<file path="src/core/fcavp_pkg.sv">
package fcavp_pkg;

  // ----------------------------------------------------------------
  // timing
  // ----------------------------------------------------------------
  localparam int unsigned CLK_HZ = 125_000_000;
  localparam int unsigned RATE_HI_HZ = 8000;
  localparam int unsigned RATE_LO_HZ = 6400;
  localparam int unsigned PER_HI_CYC = CLK_HZ / RATE_HI_HZ;
  localparam int unsigned PER_LO_CYC = CLK_HZ / RATE_LO_HZ;
  localparam int unsigned CLK_PS = 8000;
  localparam int unsigned ROM_ACC_NS = 100;
  // access time rounded up, plus two cycles for the data synchroniser
  localparam logic [4:0] ROM_WAIT =
    5'((ROM_ACC_NS * 1000 + CLK_PS - 1) / CLK_PS + 2);

  // ----------------------------------------------------------------
  // layout and reset values
  // ----------------------------------------------------------------
  localparam logic [2:0] TBL_LAST = 3'h5;
  localparam logic [2:0] TBL_STOP = 3'h3;
  localparam logic [5:0] IDX_MAX = 6'h30;
  localparam logic [11:0] VOICE_MID = 12'h800;
  localparam logic [12:0] PIN_RV = 13'h0700;
  localparam int PIN_RSTN = 12;
  localparam int PIN_RATE = 11;
  localparam int PIN_CS = 10;
  localparam int PIN_WR = 9;
  localparam int PIN_RD = 8;

  typedef enum logic [2:0] {
    S_IDLE = 3'h0,
    S_CHAN = 3'h1,
    S_RD = 3'h3,
    S_DEC = 3'h2,
    S_MIX = 3'h6
  } fcavp_state_t;

  // gain in 1/256 for each attenuation code
  function automatic logic [8:0] fcavp_gain(input logic [3:0] a);
    unique case (a)
      4'h0: fcavp_gain = 9'h100;
      4'h1: fcavp_gain = 9'h0B1;
      4'h2: fcavp_gain = 9'h080;
      4'h3: fcavp_gain = 9'h059;
      4'h4: fcavp_gain = 9'h040;
      4'h5: fcavp_gain = 9'h030;
      4'h6: fcavp_gain = 9'h020;
      4'h7: fcavp_gain = 9'h018;
      default: fcavp_gain = 9'h010;
    endcase
  endfunction

endpackage

</file>
<file path="src/core/fcavp_sync.sv">
`timescale 1ns/100ps
module fcavp_sync #(
  parameter int W = 1,
  parameter logic [W-1:0] RV = '0
) (
  // clock
  input wire logic clk_i,
  input wire logic rst_i,
  input wire logic ce_i,
  // data
  input wire logic [W-1:0] d_i,
  output logic [W-1:0] q_o
);

  logic [W-1:0] meta_ff;

  always_ff @(posedge clk_i or posedge rst_i) begin
    if (rst_i) begin
      meta_ff <= RV;
      q_o <= RV;
    end else if (ce_i) begin
      meta_ff <= d_i;
      q_o <= meta_ff;
    end
  end

endmodule

</file>
<file path="src/core/fcavp_adpcm.sv">
`timescale 1ns/100ps
module fcavp_adpcm (
  // predictor state
  input wire logic signed [11:0] pred_i,
  input wire logic [5:0] idx_i,
  input wire logic [3:0] nib_i,
  // next state
  output logic signed [11:0] pred_o,
  output logic [5:0] idx_o
);

  // step roughly 1.09x per index, 16 .. 1024
  wire [10:0] step_w = 11'({1'b1, idx_i[2:0], 1'b0}) << idx_i[5:3];
  wire [12:0] diff_w = 13'(step_w >> 3)
    + (nib_i[0] ? 13'(step_w >> 2) : 13'h0000)
    + (nib_i[1] ? 13'(step_w >> 1) : 13'h0000)
    + (nib_i[2] ? 13'(step_w) : 13'h0000);
  wire signed [13:0] sum_w = nib_i[3]
    ? 14'(pred_i) - 14'(signed'({1'b0, diff_w}))
    : 14'(pred_i) + 14'(signed'({1'b0, diff_w}));
  wire signed [6:0] adj_w = nib_i[2]
    ? 7'(signed'({3'h0, nib_i[1:0], 1'b0}) + 7'sh02) : -7'sh01;
  wire signed [6:0] ni_w = signed'({1'b0, idx_i}) + adj_w;

  assign pred_o = (sum_w > 14'sh07FF) ? 12'sh7FF
    : (sum_w < -14'sh0800) ? -12'sh800 : sum_w[11:0];
  assign idx_o = ni_w[6] ? 6'h00
    : (ni_w[5:0] > fcavp_pkg::IDX_MAX) ? fcavp_pkg::IDX_MAX : ni_w[5:0];

endmodule

</file>
<file path="src/core/fcavp_top.sv">
`timescale 1ns/100ps
module fcavp_top #(
  parameter int unsigned PER_HI = fcavp_pkg::PER_HI_CYC,
  parameter int unsigned PER_LO = fcavp_pkg::PER_LO_CYC
) (
  // clock and reset
  input wire logic clk_i,
  input wire logic rst_i,
  input wire logic ce_i,
  // device pins
  input wire logic reset_n_i,
  input wire logic rate_sel_i,
  // host command bus
  input wire logic cs_n_i,
  input wire logic wr_n_i,
  input wire logic rd_n_i,
  input wire logic [7:0] data_i,
  output logic [7:0] data_o,
  output logic data_oe_o,
  // sample rom
  output logic [17:0] rom_addr_o,
  input wire logic [7:0] rom_data_i,
  // converter code
  output logic [11:0] voice_out_o
);

  // ----------------------------------------------------------------
  // pin synchronisers
  // ----------------------------------------------------------------
  logic [12:0] pin_s;
  logic [7:0] rom_s;

  fcavp_sync #(.W(13), .RV(fcavp_pkg::PIN_RV)) u_pin_sync (
    .clk_i(clk_i),
    .rst_i(rst_i),
    .ce_i(ce_i),
    .d_i({reset_n_i, rate_sel_i, cs_n_i, wr_n_i, rd_n_i, data_i}),
    .q_o(pin_s)
  );

  fcavp_sync #(.W(8)) u_rom_sync (
    .clk_i(clk_i),
    .rst_i(rst_i),
    .ce_i(ce_i),
    .d_i(rom_data_i),
    .q_o(rom_s)
  );

  wire hold_w = ~pin_s[fcavp_pkg::PIN_RSTN];
  wire [7:0] d_w = pin_s[7:0];

  // ----------------------------------------------------------------
  // command capture
  // ----------------------------------------------------------------
  logic wr_d_ff;
  logic first_ff;
  logic [6:0] ptmp_ff;
  logic [6:0] phr_ff [4];
  logic [3:0] att_ff [4];
  logic [3:0] busy_ff;
  logic [3:0] ld_ff;

  // cs must still be low in the same sampled cycle as the rise
  wire wr_rise_w = pin_s[fcavp_pkg::PIN_WR] & ~wr_d_ff
    & ~pin_s[fcavp_pkg::PIN_CS];
  wire first_w = wr_rise_w & ~first_ff & d_w[7];
  wire second_w = wr_rise_w & first_ff;
  wire [3:0] sel_w = d_w[7:4];
  wire onehot_w = (sel_w != 4'h0) && ((sel_w & (sel_w - 4'h1)) == 4'h0);
  // phrase zero has no table entry, so it is dropped
  wire start_w = second_w & (ptmp_ff != 7'h00) & onehot_w;
  wire stop_w = wr_rise_w & ~first_ff & ~d_w[7];
  wire [3:0] kill_w = stop_w ? d_w[6:3] : 4'h0;
  wire [3:0] set_w = start_w ? sel_w : 4'h0;

  always_ff @(posedge clk_i or posedge rst_i) begin
    if (rst_i) begin
      wr_d_ff <= 1'b1;
      first_ff <= 1'b0;
      ptmp_ff <= 7'h00;
    end else if (ce_i) begin
      wr_d_ff <= hold_w | pin_s[fcavp_pkg::PIN_WR];
      if (hold_w) begin
        first_ff <= 1'b0;
      end else if (first_w) begin
        first_ff <= 1'b1;
        ptmp_ff <= d_w[6:0];
      end else if (second_w) begin
        first_ff <= 1'b0;
      end
    end
  end

  genvar g;
  generate
    for (g = 0; g < 4; g++) begin : g_cfg
      always_ff @(posedge clk_i or posedge rst_i) begin
        if (rst_i) begin
          phr_ff[g] <= 7'h00;
          att_ff[g] <= 4'h0;
        end else if (ce_i && !hold_w && set_w[g]) begin
          phr_ff[g] <= ptmp_ff;
          att_ff[g] <= d_w[3:0];
        end
      end
    end
  endgenerate

  // ----------------------------------------------------------------
  // busy and table-loaded flags
  // ----------------------------------------------------------------
  logic [3:0] done_w;
  logic [3:0] ldset_w;
  // a new start wins over the end of the previous phrase
  wire [3:0] nxt_busy = ((busy_ff & ~done_w) | set_w) & ~kill_w;
  wire [3:0] nxt_ld = ((ld_ff | ldset_w) & ~done_w & ~set_w) & ~kill_w;

  always_ff @(posedge clk_i or posedge rst_i) begin
    if (rst_i) begin
      busy_ff <= 4'h0;
      ld_ff <= 4'h0;
    end else if (ce_i) begin
      busy_ff <= hold_w ? 4'h0 : nxt_busy;
      ld_ff <= hold_w ? 4'h0 : nxt_ld;
    end
  end

  // ----------------------------------------------------------------
  // busy read-back
  // ----------------------------------------------------------------
  wire rd_act_w = ~pin_s[fcavp_pkg::PIN_CS] & ~pin_s[fcavp_pkg::PIN_RD]
    & ~hold_w;

  always_ff @(posedge clk_i or posedge rst_i) begin
    if (rst_i) begin
      data_o <= 8'h00;
      data_oe_o <= 1'b0;
    end else if (ce_i) begin
      data_o <= rd_act_w ? {4'h0, busy_ff} : 8'h00;
      data_oe_o <= rd_act_w;
    end
  end

  // ----------------------------------------------------------------
  // sample tick
  // ----------------------------------------------------------------
  logic [14:0] tcnt_ff;
  wire [14:0] per_w = pin_s[fcavp_pkg::PIN_RATE]
    ? 15'(PER_HI - 1) : 15'(PER_LO - 1);
  // >= so a rate change mid-period never overruns
  wire tick_w = tcnt_ff >= per_w;

  always_ff @(posedge clk_i or posedge rst_i) begin
    if (rst_i) begin
      tcnt_ff <= 15'h0000;
    end else if (ce_i) begin
      tcnt_ff <= (tick_w || hold_w) ? 15'h0000 : tcnt_ff + 15'h0001;
    end
  end

  // ----------------------------------------------------------------
  // channel sequencer
  // ----------------------------------------------------------------
  fcavp_pkg::fcavp_state_t st_ff;
  logic [1:0] ch_ff;
  logic [2:0] tix_ff;
  logic [4:0] wcnt_ff;
  logic [17:0] cur_ff [4];
  logic [17:0] stop_ff [4];
  logic [7:0] byte_ff [4];
  logic [3:0] hi_ff;
  logic signed [11:0] pred_ff [4];
  logic [5:0] idx_ff [4];
  logic signed [11:0] dec_pred_w;
  logic [5:0] dec_idx_w;

  wire cbusy_w = busy_ff[ch_ff];
  wire cld_w = ld_ff[ch_ff];
  wire chi_w = hi_ff[ch_ff];
  wire [3:0] chbit_w = 4'h1 << ch_ff;
  wire rd_ok_w = (st_ff == fcavp_pkg::S_RD) && (wcnt_ff == 5'h00);
  wire last_tb_w = tix_ff == fcavp_pkg::TBL_LAST;
  wire at_end_w = cur_ff[ch_ff] == stop_ff[ch_ff];
  wire last_ch_w = ch_ff == 2'h3;
  wire [1:0] pos_w = (tix_ff >= fcavp_pkg::TBL_STOP)
    ? 2'(tix_ff - fcavp_pkg::TBL_STOP) : tix_ff[1:0];
  wire [3:0] nib_w = chi_w ? byte_ff[ch_ff][7:4]
    : byte_ff[ch_ff][3:0];

  assign ldset_w = (rd_ok_w && !cld_w && last_tb_w) ? chbit_w : 4'h0;
  // the channel ends after the low nibble of the stop byte
  assign done_w = (st_ff == fcavp_pkg::S_DEC && !chi_w && at_end_w)
    ? chbit_w : 4'h0;

  // places one table byte into an 18-bit address, high byte first
  function automatic logic [17:0] put_byte(input logic [17:0] a,
                                          input logic [1:0] pos,
                                          input logic [7:0] d);
    unique case (pos)
      2'h0: put_byte = {d[1:0], a[15:0]};
      2'h1: put_byte = {a[17:16], d, a[7:0]};
      default: put_byte = {a[17:8], d};
    endcase
  endfunction

  fcavp_adpcm u_adpcm (
    .pred_i(pred_ff[ch_ff]),
    .idx_i(idx_ff[ch_ff]),
    .nib_i(nib_w),
    .pred_o(dec_pred_w),
    .idx_o(dec_idx_w)
  );

  always_ff @(posedge clk_i or posedge rst_i) begin
    if (rst_i) begin
      st_ff <= fcavp_pkg::S_IDLE;
      ch_ff <= 2'h0;
      tix_ff <= 3'h0;
      wcnt_ff <= 5'h00;
      rom_addr_o <= 18'h0_0000;
    end else if (ce_i) begin
      if (hold_w) begin
        st_ff <= fcavp_pkg::S_IDLE;
      end else if (set_w[ch_ff] && (st_ff == fcavp_pkg::S_CHAN
        || st_ff == fcavp_pkg::S_RD)) begin
        // restart under way: drop the read, reload the table
        st_ff <= fcavp_pkg::S_CHAN;
      end else begin
        unique case (st_ff)
          fcavp_pkg::S_IDLE: begin
            if (tick_w) begin
              ch_ff <= 2'h0;
              st_ff <= fcavp_pkg::S_CHAN;
            end
          end
          fcavp_pkg::S_CHAN: begin
            if (cbusy_w && !cld_w) begin
              rom_addr_o <= {8'h00, phr_ff[ch_ff], 3'h0};
              tix_ff <= 3'h0;
              wcnt_ff <= fcavp_pkg::ROM_WAIT;
              st_ff <= fcavp_pkg::S_RD;
            end else if (cbusy_w && chi_w) begin
              rom_addr_o <= cur_ff[ch_ff];
              wcnt_ff <= fcavp_pkg::ROM_WAIT;
              st_ff <= fcavp_pkg::S_RD;
            end else if (cbusy_w) begin
              st_ff <= fcavp_pkg::S_DEC;
            end else begin
              ch_ff <= ch_ff + 2'h1;
              st_ff <= last_ch_w ? fcavp_pkg::S_MIX : fcavp_pkg::S_CHAN;
            end
          end
          fcavp_pkg::S_RD: begin
            if (wcnt_ff != 5'h00) begin
              wcnt_ff <= wcnt_ff - 5'h01;
            end else if (cld_w) begin
              st_ff <= fcavp_pkg::S_DEC;
            end else if (last_tb_w) begin
              // bytes 6 and 7 of the entry are never fetched
              ch_ff <= ch_ff + 2'h1;
              st_ff <= last_ch_w ? fcavp_pkg::S_MIX : fcavp_pkg::S_CHAN;
            end else begin
              tix_ff <= tix_ff + 3'h1;
              rom_addr_o <= rom_addr_o + 18'h0_0001;
              wcnt_ff <= fcavp_pkg::ROM_WAIT;
            end
          end
          fcavp_pkg::S_DEC: begin
            ch_ff <= ch_ff + 2'h1;
            st_ff <= last_ch_w ? fcavp_pkg::S_MIX : fcavp_pkg::S_CHAN;
          end
          fcavp_pkg::S_MIX: begin
            st_ff <= fcavp_pkg::S_IDLE;
          end
          default: begin
            st_ff <= fcavp_pkg::S_IDLE;
          end
        endcase
      end
    end
  end

  // ----------------------------------------------------------------
  // per-channel storage
  // ----------------------------------------------------------------
  generate
    for (g = 0; g < 4; g++) begin : g_chan
      wire here_w = ce_i && !hold_w && (ch_ff == 2'(g));
      wire tb_w = here_w && rd_ok_w && !cld_w;
      wire dec_w = here_w && (st_ff == fcavp_pkg::S_DEC);
      always_ff @(posedge clk_i or posedge rst_i) begin
        if (rst_i) begin
          cur_ff[g] <= 18'h0_0000;
          stop_ff[g] <= 18'h0_0000;
          byte_ff[g] <= 8'h00;
          hi_ff[g] <= 1'b1;
          pred_ff[g] <= 12'sh000;
          idx_ff[g] <= 6'h00;
        end else if (tb_w && tix_ff < fcavp_pkg::TBL_STOP) begin
          cur_ff[g] <= put_byte(cur_ff[g], pos_w, rom_s);
        end else if (tb_w) begin
          stop_ff[g] <= put_byte(stop_ff[g], pos_w, rom_s);
          if (last_tb_w) begin
            pred_ff[g] <= 12'sh000;
            idx_ff[g] <= 6'h00;
            hi_ff[g] <= 1'b1;
          end
        end else if (here_w && rd_ok_w) begin
          byte_ff[g] <= rom_s;
        end else if (dec_w) begin
          pred_ff[g] <= dec_pred_w;
          idx_ff[g] <= dec_idx_w;
          hi_ff[g] <= ~hi_ff[g];
          if (!hi_ff[g] && !at_end_w) begin
            cur_ff[g] <= cur_ff[g] + 18'h0_0001;
          end
        end
      end
    end
  endgenerate

  // ----------------------------------------------------------------
  // mixer
  // ----------------------------------------------------------------
  logic signed [12:0] sc_w [4];
  logic signed [21:0] prod_w [4];

  generate
    for (g = 0; g < 4; g++) begin : g_mix
      assign prod_w[g] = 22'(pred_ff[g]
        * signed'({1'b0, fcavp_pkg::fcavp_gain(att_ff[g])}));
      assign sc_w[g] = (busy_ff[g] && ld_ff[g])
        ? prod_w[g][20:8] : 13'sh0000;
    end
  endgenerate

  wire signed [14:0] sum_w = 15'(sc_w[0]) + 15'(sc_w[1])
    + 15'(sc_w[2]) + 15'(sc_w[3]);
  wire signed [11:0] sat_w = (sum_w > 15'sh07FF) ? 12'sh7FF
    : (sum_w < -15'sh0800) ? -12'sh800 : sum_w[11:0];

  always_ff @(posedge clk_i or posedge rst_i) begin
    if (rst_i) begin
      voice_out_o <= fcavp_pkg::VOICE_MID;
    end else if (ce_i) begin
      if (hold_w) begin
        voice_out_o <= fcavp_pkg::VOICE_MID;
      end else if (st_ff == fcavp_pkg::S_MIX) begin
        // offset binary: midscale is silence
        voice_out_o <= {~sat_w[11], sat_w[10:0]};
      end
    end
  end
endmodule

</file>
<file path="config.mk">
export PLATFORM = sky130hd
export DESIGN_NAME = fcavp_top
export DESIGN_NICKNAME = d
export VERILOG_FILES = /design/src/core/fcavp_pkg.sv /design/src/core/fcavp_sync.sv /design/src/core/fcavp_adpcm.sv /design/src/core/fcavp_top.sv
export SDC_FILE = /design/constraint.sdc
export NUM_CORES = 2
export LEC_CHECK = 0
export BUFFER_PORTS_ARGS = -buffer_cell sky130_fd_sc_hd__buf_2
export CAP_MARGIN = 40
export CORE_UTILIZATION = 30
export CTS_CLUSTER_DIAMETER = 120
export DETAILED_ROUTE_END_ITERATION = 12
export GPL_ROUTABILITY_DRIVEN = 0
export SLEW_MARGIN = 20
export SYNTH_ARGS = -nofsm -noshare
export SYNTH_HDL_FRONTEND = slang
export SYNTH_HIERARCHICAL = 1
export SYNTH_SLANG_ARGS = --single-unit
</file>
<file path="constraint.sdc">
create_clock -name clk_i -period 16.6 [get_ports clk_i]
set_input_delay 1.66 -clock clk_i [delete_from_list [all_inputs] [get_ports clk_i]]
set_output_delay 1.66 -clock clk_i [all_outputs]
set_load 0.005 [all_outputs]
</file>
Word-level counts from Yosys, hierarchy flattened
Memories as Yosys holds them, arrays and structs flattened.
Index checks and enable logic that the tools add are counted.
{ "totals": {"reg_bits": 422, "rom_bits": 224, "inputBits": 24, "out_inout_bits": 39, "word_cells": 481, "memories": 4} }
{ "op_classes": {"n_addsub": 21, "mul": 4, "order_cmp": 10, "eq_ne": 59, "n_shift": 2, "mux": 157, "n_bitwise": 45, "reduce_logical": 113} }
{ "mem_list": {"columns": ["name", "words", "width", "rd", "rd_clocked_by_memory_dff", "wr", "line", "source"], "rows": [
  ["(name not given)", 8, 7, 1, 0, 0, "fcavp_pkg.sv:41", "unique case (a)"],
  ["(name not given)", 8, 7, 1, 0, 0, "fcavp_pkg.sv:41", null],
  ["(name not given)", 8, 7, 1, 0, 0, "fcavp_pkg.sv:41", null],
  ["(name not given)", 8, 7, 1, 0, 0, "fcavp_pkg.sv:41", null]
]} }
{ "ops": {"columns": ["cell", "count"], "rows": [
  ["18-bit 2-to-1 mux", 29],
  ["12-bit 2-to-1 mux", 21],
  ["6-bit 2-to-1 mux", 17],
  ["18-bit by 1-bit adder with 18-bit output, second input constant", 5],
  ["12-bit by 10-bit multiplier with 21-bit output", 4],
  ["18-bit binary-select mux with 2-bit select", 2],
  ["18-bit case mux with 2 select lines", 2],
  ["6-bit AND reduction", 12],
  ["4-bit AND reduction", 17],
  ["13-bit 2-to-1 mux", 4],
  ["2-bit inequality test, second input constant", 25],
  ["9-bit 2-to-1 mux", 5],
  ["1-bit logical AND", 42],
  ["3-bit 2-to-1 mux", 14],
  ["2-bit by 1-bit inequality test with 1-bit output, second input constant", 17],
  ["4-bit 2-to-1 mux", 8],
  ["15-bit 2-to-1 mux", 2],
  ["13-bit adder", 2],
  ["2-bit nonzero test", 13],
  ["5-bit 2-to-1 mux", 5],
  ["4-bit bitwise AND", 6],
  ["12-bit binary-select mux with 2-bit select", 1],
  ["1-bit NOT", 22],
  ["7-bit 2-to-1 mux", 3],
  ["70 further kinds", 133]
]} }

Depth between registers and ports, before layout
{ "depth": {"ltp_word": 17, "depth_mapped": 39, "depth_no_buf": 36} }

Modules after synthesis
The synthesis kept the hierarchy.
{ "modules_own_cells": {"columns": ["mod", "n_inst", "cells_per_inst", "area_each_um2", "seq_area_each_um2"], "rows": [
  ["fcavp_top", 1, 3329, 33523.4, 9416.5],
  ["fcavp_adpcm", 1, 341, 2556.2, 0.0],
  ["fcavp_sync (u_pin_sync)", 1, 56, 1081.0, 658.1],
  ["fcavp_sync (u_rom_sync)", 1, 35, 653.1, 400.4]
]} }

Worst setup path before layout
OpenSTA, ideal clock, no wires.
{ "synth_timing": {"path_type": "register -> register", "startpoint": "reg att_ff[4] in the netlist's numbering", "endpoint": "reg voice_out_o[5]", "setup_ps": 126, "arrival_ps": 8887, "t_required_ps": 16474, "slack_ps": 7587, "stages_incl_launch_ff": 39, "path_buffers": 3, "synth_period_minus_slack_ps": 9013, "cell_sequence": "dfrtp_1 > clkbuf_1 > inv_1 > ha_1 > mux2i_1 > nor2_1 > clkbuf_1 > and2_1 > fa_1 > ha_1 > inv_1 > fa_1 > inv_1 > fa_1 > inv_1 > fa_1 > inv_1 > ha_1 > (+3 left out) > o31ai_1 > nand2b_1 > a211oi_1 > nor3_1 > fa_1 > inv_1 > fa_1 > inv_1 > ha_1 > o21ai_0 > nor3_1 > a221o_1 > o31a_1 > xor2_1 > o31a_1 > nor2b_1 > clkbuf_1 > a221o_1"} }
{ "synth_between": {"elab_chain_cells": 11, "elab_cells_between_ends": 12, "cone_classes": "2 x add/sub; 1 x mul; 2 x order compare; 6 x mux; 1 x memory"} }
{ "synth_lines": {"columns": ["item", "line", "source"], "rows": [
  ["start, declared", "fcavp_top.sv:59", "logic [3:0] att_ff [4];"],
  ["start signal, assigned by index", "fcavp_top.sv:103", "att_ff[g] <= d_w[3:0];"],
  ["memory read 8 x 7 bit (*)", null, null],
  ["9-bit 2-to-1 mux (*)", "fcavp_pkg.sv:41", null],
  ["12-bit by 10-bit multiplier with 21-bit output (*)", "fcavp_top.sv:331", "* signed'({1'b0, fcavp_pkg::fcavp_gain(att_ff[g])}));"],
  ["13-bit 2-to-1 mux (*)", "fcavp_top.sv:333", "? prod_w[g][20:8] : 13'sh0000;"],
  ["14-bit by 13-bit adder with 15-bit output (*)", "fcavp_top.sv:338", "+ 15'(sc_w[2]) + 15'(sc_w[3]);"],
  ["15-bit by 13-bit adder with 15-bit output (*)", "fcavp_top.sv:338", null],
  ["15-bit by 12-bit less-than comparator with 1-bit output", "fcavp_top.sv:340", ": (sum_w < -15'sh0800) ? -12'sh800 : sum_w[11:0];"],
  ["12-bit 2-to-1 mux", "fcavp_top.sv:340", null],
  ["12-bit 2-to-1 mux (*)", "fcavp_top.sv:339", "wire signed [11:0] sat_w = (sum_w > 15'sh07FF) ? 12'sh7FF"],
  ["12-bit 2-to-1 mux (*)", "fcavp_top.sv:348", "end else if (st_ff == fcavp_pkg::S_MIX) begin"],
  ["12-bit 2-to-1 mux (*)", "fcavp_top.sv:346", "if (hold_w) begin"],
  ["end signal, assigned", "fcavp_top.sv:344", "voice_out_o <= fcavp_pkg::VOICE_MID;"],
  ["end signal, assigned", "fcavp_top.sv:347", "voice_out_o <= fcavp_pkg::VOICE_MID;"],
  ["end signal, assigned", "fcavp_top.sv:350", "voice_out_o <= {~sat_w[11], sat_w[10:0]};"],
  ["end, declared", "fcavp_top.sv:24", "output logic [11:0] voice_out_o"]
]} }
Every way passes the cells marked *; elsewhere a longest branch is shown, timed or not. The select of a mux whose other input is x is not followed.
A chain may end at the register's enable or synchronous reset.

Final worst setup path
{ "layout_timing": {"startpoint": "reg att_ff[4] in the netlist's numbering", "endpoint": "reg voice_out_o[7]"} }
The elaborated chain is that of the path after synthesis.

==> flow_summary.yaml <==
status:
  run_status: "finished clean"
finish:
  multiInputGateArea_um2: 25300
  nNetsFinal: 4362
  layout.cells.non_filler: 5435
  drive_above_1_share_pct: 13.9
  ff_latch_area_um2: 10500
  n_fill_cell: 12717
  area_growth_pct: 9.98
  diodes: 0
cts:
  cts_num_sinks: 418
  htree_levels: 2
  clkLatencyLatePin_ns: 0.62
  post_cts.resized_instances: 0
  clock-root-buffer: "sky130_fd_sc_hd__clkbuf_16"
  clk_pin_slew_worst_paths_ns: 0.06
  post_cts.repair.setup_buffers: 0
  cts_inserted_buffers: 47
  clock_tree.buffer_depth: 3
  tritoncts: "yes"
  cts-hold-fix-buffers: 0
global_route:
  grt_antenna_before_repair: 2
  grt_start_max_net_pins: 146
  global_route_wire_length_before_repair_um: 162000
  gr-usage-all-layers_pct: 15.9
  overflow: 0
  grt_pass1_vias: 28220
floorplan:
  initial_core_util_pct: 30.4
  fp.dieH_um: 357
  dieArea_um2: 127000
  placementRows: 129
  ios: 63
  die_w_um: 357
  fp.coreArea_um2: 124000
worst_hold_path:
  timing.hold.worst.class: "flip-flop to flip-flop"
  hold-path-cell-count: 2
  hold_path_startpoint: "idx_ff[3]"
  hold_path_end: "idx_ff[3]"
flow_run:
  cap_viol_max_count: 0
setup_path:
  end_kind: "flip-flop"
  worst_ep_arrival_time_ns: 10.54
  critPathKind: "flip-flop to flip-flop"
  path_common_cell: "sky130_fd_sc_hd__inv_1"
  setup.reg_to_reg.worst_slack_ns: 6.57
  cp_max_stage_cell: "sky130_fd_sc_hd__nor2_1"
  r2r.worst_path.cells: 35
  path_max_fanout: 13
  regToRegStartpoint: "att_ff[4]"
  worst_path_largest_cell_delay_ns: 0.55
  cp.required_ns: 17.11
  critical_path.reg2reg.endpoint: "voice_out_o[7]"
  critPathLaunch: "att_ff[4]"
  timing.critical_path.from_type: "flip-flop"
logic_synthesis:
  yosysTopAreaCellShare_pct: 26.9
  ys.flop_type: "sky130_fd_sc_hd__dfrtp_1"
  yosys_register_bits: 418
  synth_enable_flop_cells: 0
  synthesis_warning_total: 6
  post_synth.cell_area_avg_um2: 10.1
  syn_area_um2: 37800
  synth.lib_cells_used.distinct: 98
  synth.area.top_cells: "sky130_fd_sc_hd__dfrtp_1 (27%), sky130_fd_sc_hd__fa_1 (16%), sky130_fd_sc_hd__ha_1 (9.4%), sky130_fd_sc_hd__mux2_2 (4.8%), sky130_fd_sc_hd__mux4_2 (4.3%)"
  synth.largest_area_cell: "sky130_fd_sc_hd__dfrtp_1"
  number_of_standard_cells_after_synthesis: 3761
  ys_seq_area_share_pct: 27.7
  async_reset_ff_share_pct: 100
timing:
  setup-violations-final: 0
  share_of_the_cycle_needed_by_the_critical_path_after_routing_pct: 60.4
  whs_ns: 0.474
  worst-slew-pin-transition_ns: 0.921
  slew_headroom_pct: 38.6
  rsz_0062_raised_after_global_routing: "no"
  skew_ns: 0.0578
  report.final.hold_viol_count: 0
  fin_crit_ns: 10.03
  number_of_pins_with_negative_max_slew_slack_in_the_final_report: 0
  timing.final.ws_setup_ns: 6.57
  achievable_freq_mhz: 99.7
  timing.setup.tns_ns: 0
routing:
  drt-pass1-iter-count: 5
  drt-vias-per-instance: 5.17
  drcViolationCount: 0
  wire_per_inst_um: 18.7
  total_via_count_in_the_routed_design: 28073
  drt-initial-drc-count: 2007
  drtAntennaViolNets: 0
  totalWireLength_um: 101000
placed_design:
  placement.io_buffers: 58
  placement.setup.worst_slack_ns: 6.67
  dp.cells: 5342
  dp.final_hpwl_um: 78400
power:
  power.ir.vdd_worst_mv: 0.0966
  leakagePower_nw: 20.4
  finalPower_mw: 2.80
  power_density_nw_per_um2: 67.3
-- stage by stage --
step	cell area (um2)	util, %
5_1_grt	41600	33.5
6_report	41600	33.5
2_1_floorplan	37800	-
3_3_place_gp	39700	32.0
3_5_place_dp	39900	32.1
4_1_cts	41500	33.4
-- sequential cells by signal, indices dropped and copies added, names as in the netlist, 4 cells and up --
register            flops
tcnt_ff                15
att_ff                 16
pred_ff                48
u_pin_sync/meta_ff     13
u_rom_sync/q_o          8
rom_addr_o             18
ptmp_ff                 7
u_pin_sync/q_o         13
idx_ff                 24
busy_ff                 4
byte_ff                32
wcnt_ff                 5
voice_out_o            12
hi_ff                   4
cur_ff                 72
phr_ff                 28
stop_ff                72
u_rom_sync/meta_ff      8
data_o                  4
ld_ff                   4
-- final cells by class --
class / count / share of cell area (%)
Clock buffer: 75 / 3.44
Clock inverter: 12 / 0.391
Inverter: 359 / 3.26
Multi-Input combinational cell: 2820 / 60.7
Sequential cell: 418 / 25.2
Tap cell: 1637 / 4.93
Timing Repair Buffer: 114 / 2.04
-- metal layers --
layer	up-vias	track usage (%)	share of wire, %
met5	-	0	0.013
met4	2	4.56	2.8
met3	158	2.14	5.3
met2	731	26.5	47
met1	14135	21.5	45
li1	13047	-	-
-- Yosys cell counts (9+ instances only) --
cell / n
sky130_fd_sc_hd__clkbuf_1: 121
sky130_fd_sc_hd__mux2_4: 30
sky130_fd_sc_hd__mux2_2: 161
sky130_fd_sc_hd__a21oi_1: 162
sky130_fd_sc_hd__o22a_1: 21
sky130_fd_sc_hd__a32o_1: 14
sky130_fd_sc_hd__dfrtp_1: 406
sky130_fd_sc_hd__dfstp_2: 12
sky130_fd_sc_hd__nor3_1: 54
sky130_fd_sc_hd__buf_2: 13
sky130_fd_sc_hd__xor2_1: 46
sky130_fd_sc_hd__mux2i_1: 21
sky130_fd_sc_hd__nand2_1: 334
sky130_fd_sc_hd__nor2_1: 192
sky130_fd_sc_hd__nor3b_1: 15
sky130_fd_sc_hd__and2_1: 224
sky130_fd_sc_hd__o21ai_0: 139
sky130_fd_sc_hd__nor2b_1: 48
sky130_fd_sc_hd__xnor2_1: 97
sky130_fd_sc_hd__a311oi_1: 14
sky130_fd_sc_hd__and4_1: 12
sky130_fd_sc_hd__o21bai_1: 9
sky130_fd_sc_hd__o21ai_1: 9
sky130_fd_sc_hd__a31oi_1: 27
sky130_fd_sc_hd__a221o_1: 12
sky130_fd_sc_hd__and3_1: 87
sky130_fd_sc_hd__nand3_1: 81
sky130_fd_sc_hd__nand2b_1: 22
sky130_fd_sc_hd__fa_1: 294
sky130_fd_sc_hd__a22o_1: 34
sky130_fd_sc_hd__or2_2: 10
sky130_fd_sc_hd__buf_4: 9
sky130_fd_sc_hd__nand4_1: 25
sky130_fd_sc_hd__o21a_1: 11
sky130_fd_sc_hd__a21o_1: 29
sky130_fd_sc_hd__mux4_2: 73
sky130_fd_sc_hd__inv_1: 359
sky130_fd_sc_hd__ha_1: 284
sky130_fd_sc_hd__o31a_1: 11
sky130_fd_sc_hd__buf_1: 15
sky130_fd_sc_hd__a31o_2: 11
sky130_fd_sc_hd__or3_1: 18
sky130_fd_sc_hd__o211ai_1: 9
sky130_fd_sc_hd__a211oi_1: 23
-- worst max-delay path by stage --
stage | endpoint | cells after the start
5_1_grt | voice_out_o[4] | 35
3_5_place_dp | voice_out_o[7] | 35
4_1_cts | voice_out_o[7] | 35
2_1_floorplan | att_ff[0] | 1
6_report | voice_out_o[7] | 35
3_3_place_gp | voice_out_o[5] | 35
-- cell families after synthesis --
logic type | share of synthesized area [%]
flops | 27.7
fa+ha+maj | 25.0
xor+xnor | 3.40
buf+inv | 5.60
simple gates | 15.5
other cells | 0.00992
compound gates | 11.8
mux | 10.9
-- critical path, delay by kind of cell (launching register included) --
kind / cells / cell delay (ns)
buffers and inverters: 7 / 0.38
adders and majority gates: 10 / 4.21
DFF: 1 / 0.53
muxes: 1 / 0.12
and+or+nand+nor: 8 / 2.30
AOI/OAI and AO/OA: 9 / 2.44
-- report_power, final --
part,switching [mW],internal (mW)
combinational,0.346,0.207
sequential,0.0935,1.07
clock,0.455,0.626
total,0.894,1.90
-- layout by cell type (no fill, tap or decap), types with 73 or more instances in the layout --
cell type	synthesis	layout
sky130_fd_sc_hd__dfrtp_1	406	404
sky130_fd_sc_hd__a21oi_1	162	162
sky130_fd_sc_hd__o21ai_0	139	138
sky130_fd_sc_hd__mux4_2	73	73
sky130_fd_sc_hd__nand2_1	334	334
sky130_fd_sc_hd__and3_1	87	87
sky130_fd_sc_hd__and2_1	224	224
sky130_fd_sc_hd__mux2_2	161	161
sky130_fd_sc_hd__ha_1	284	284
sky130_fd_sc_hd__nand3_1	81	81
sky130_fd_sc_hd__fa_1	294	294
sky130_fd_sc_hd__inv_1	359	358
sky130_fd_sc_hd__nor2_1	192	189
sky130_fd_sc_hd__xnor2_1	97	97
(Power assumes the default switching activity.)
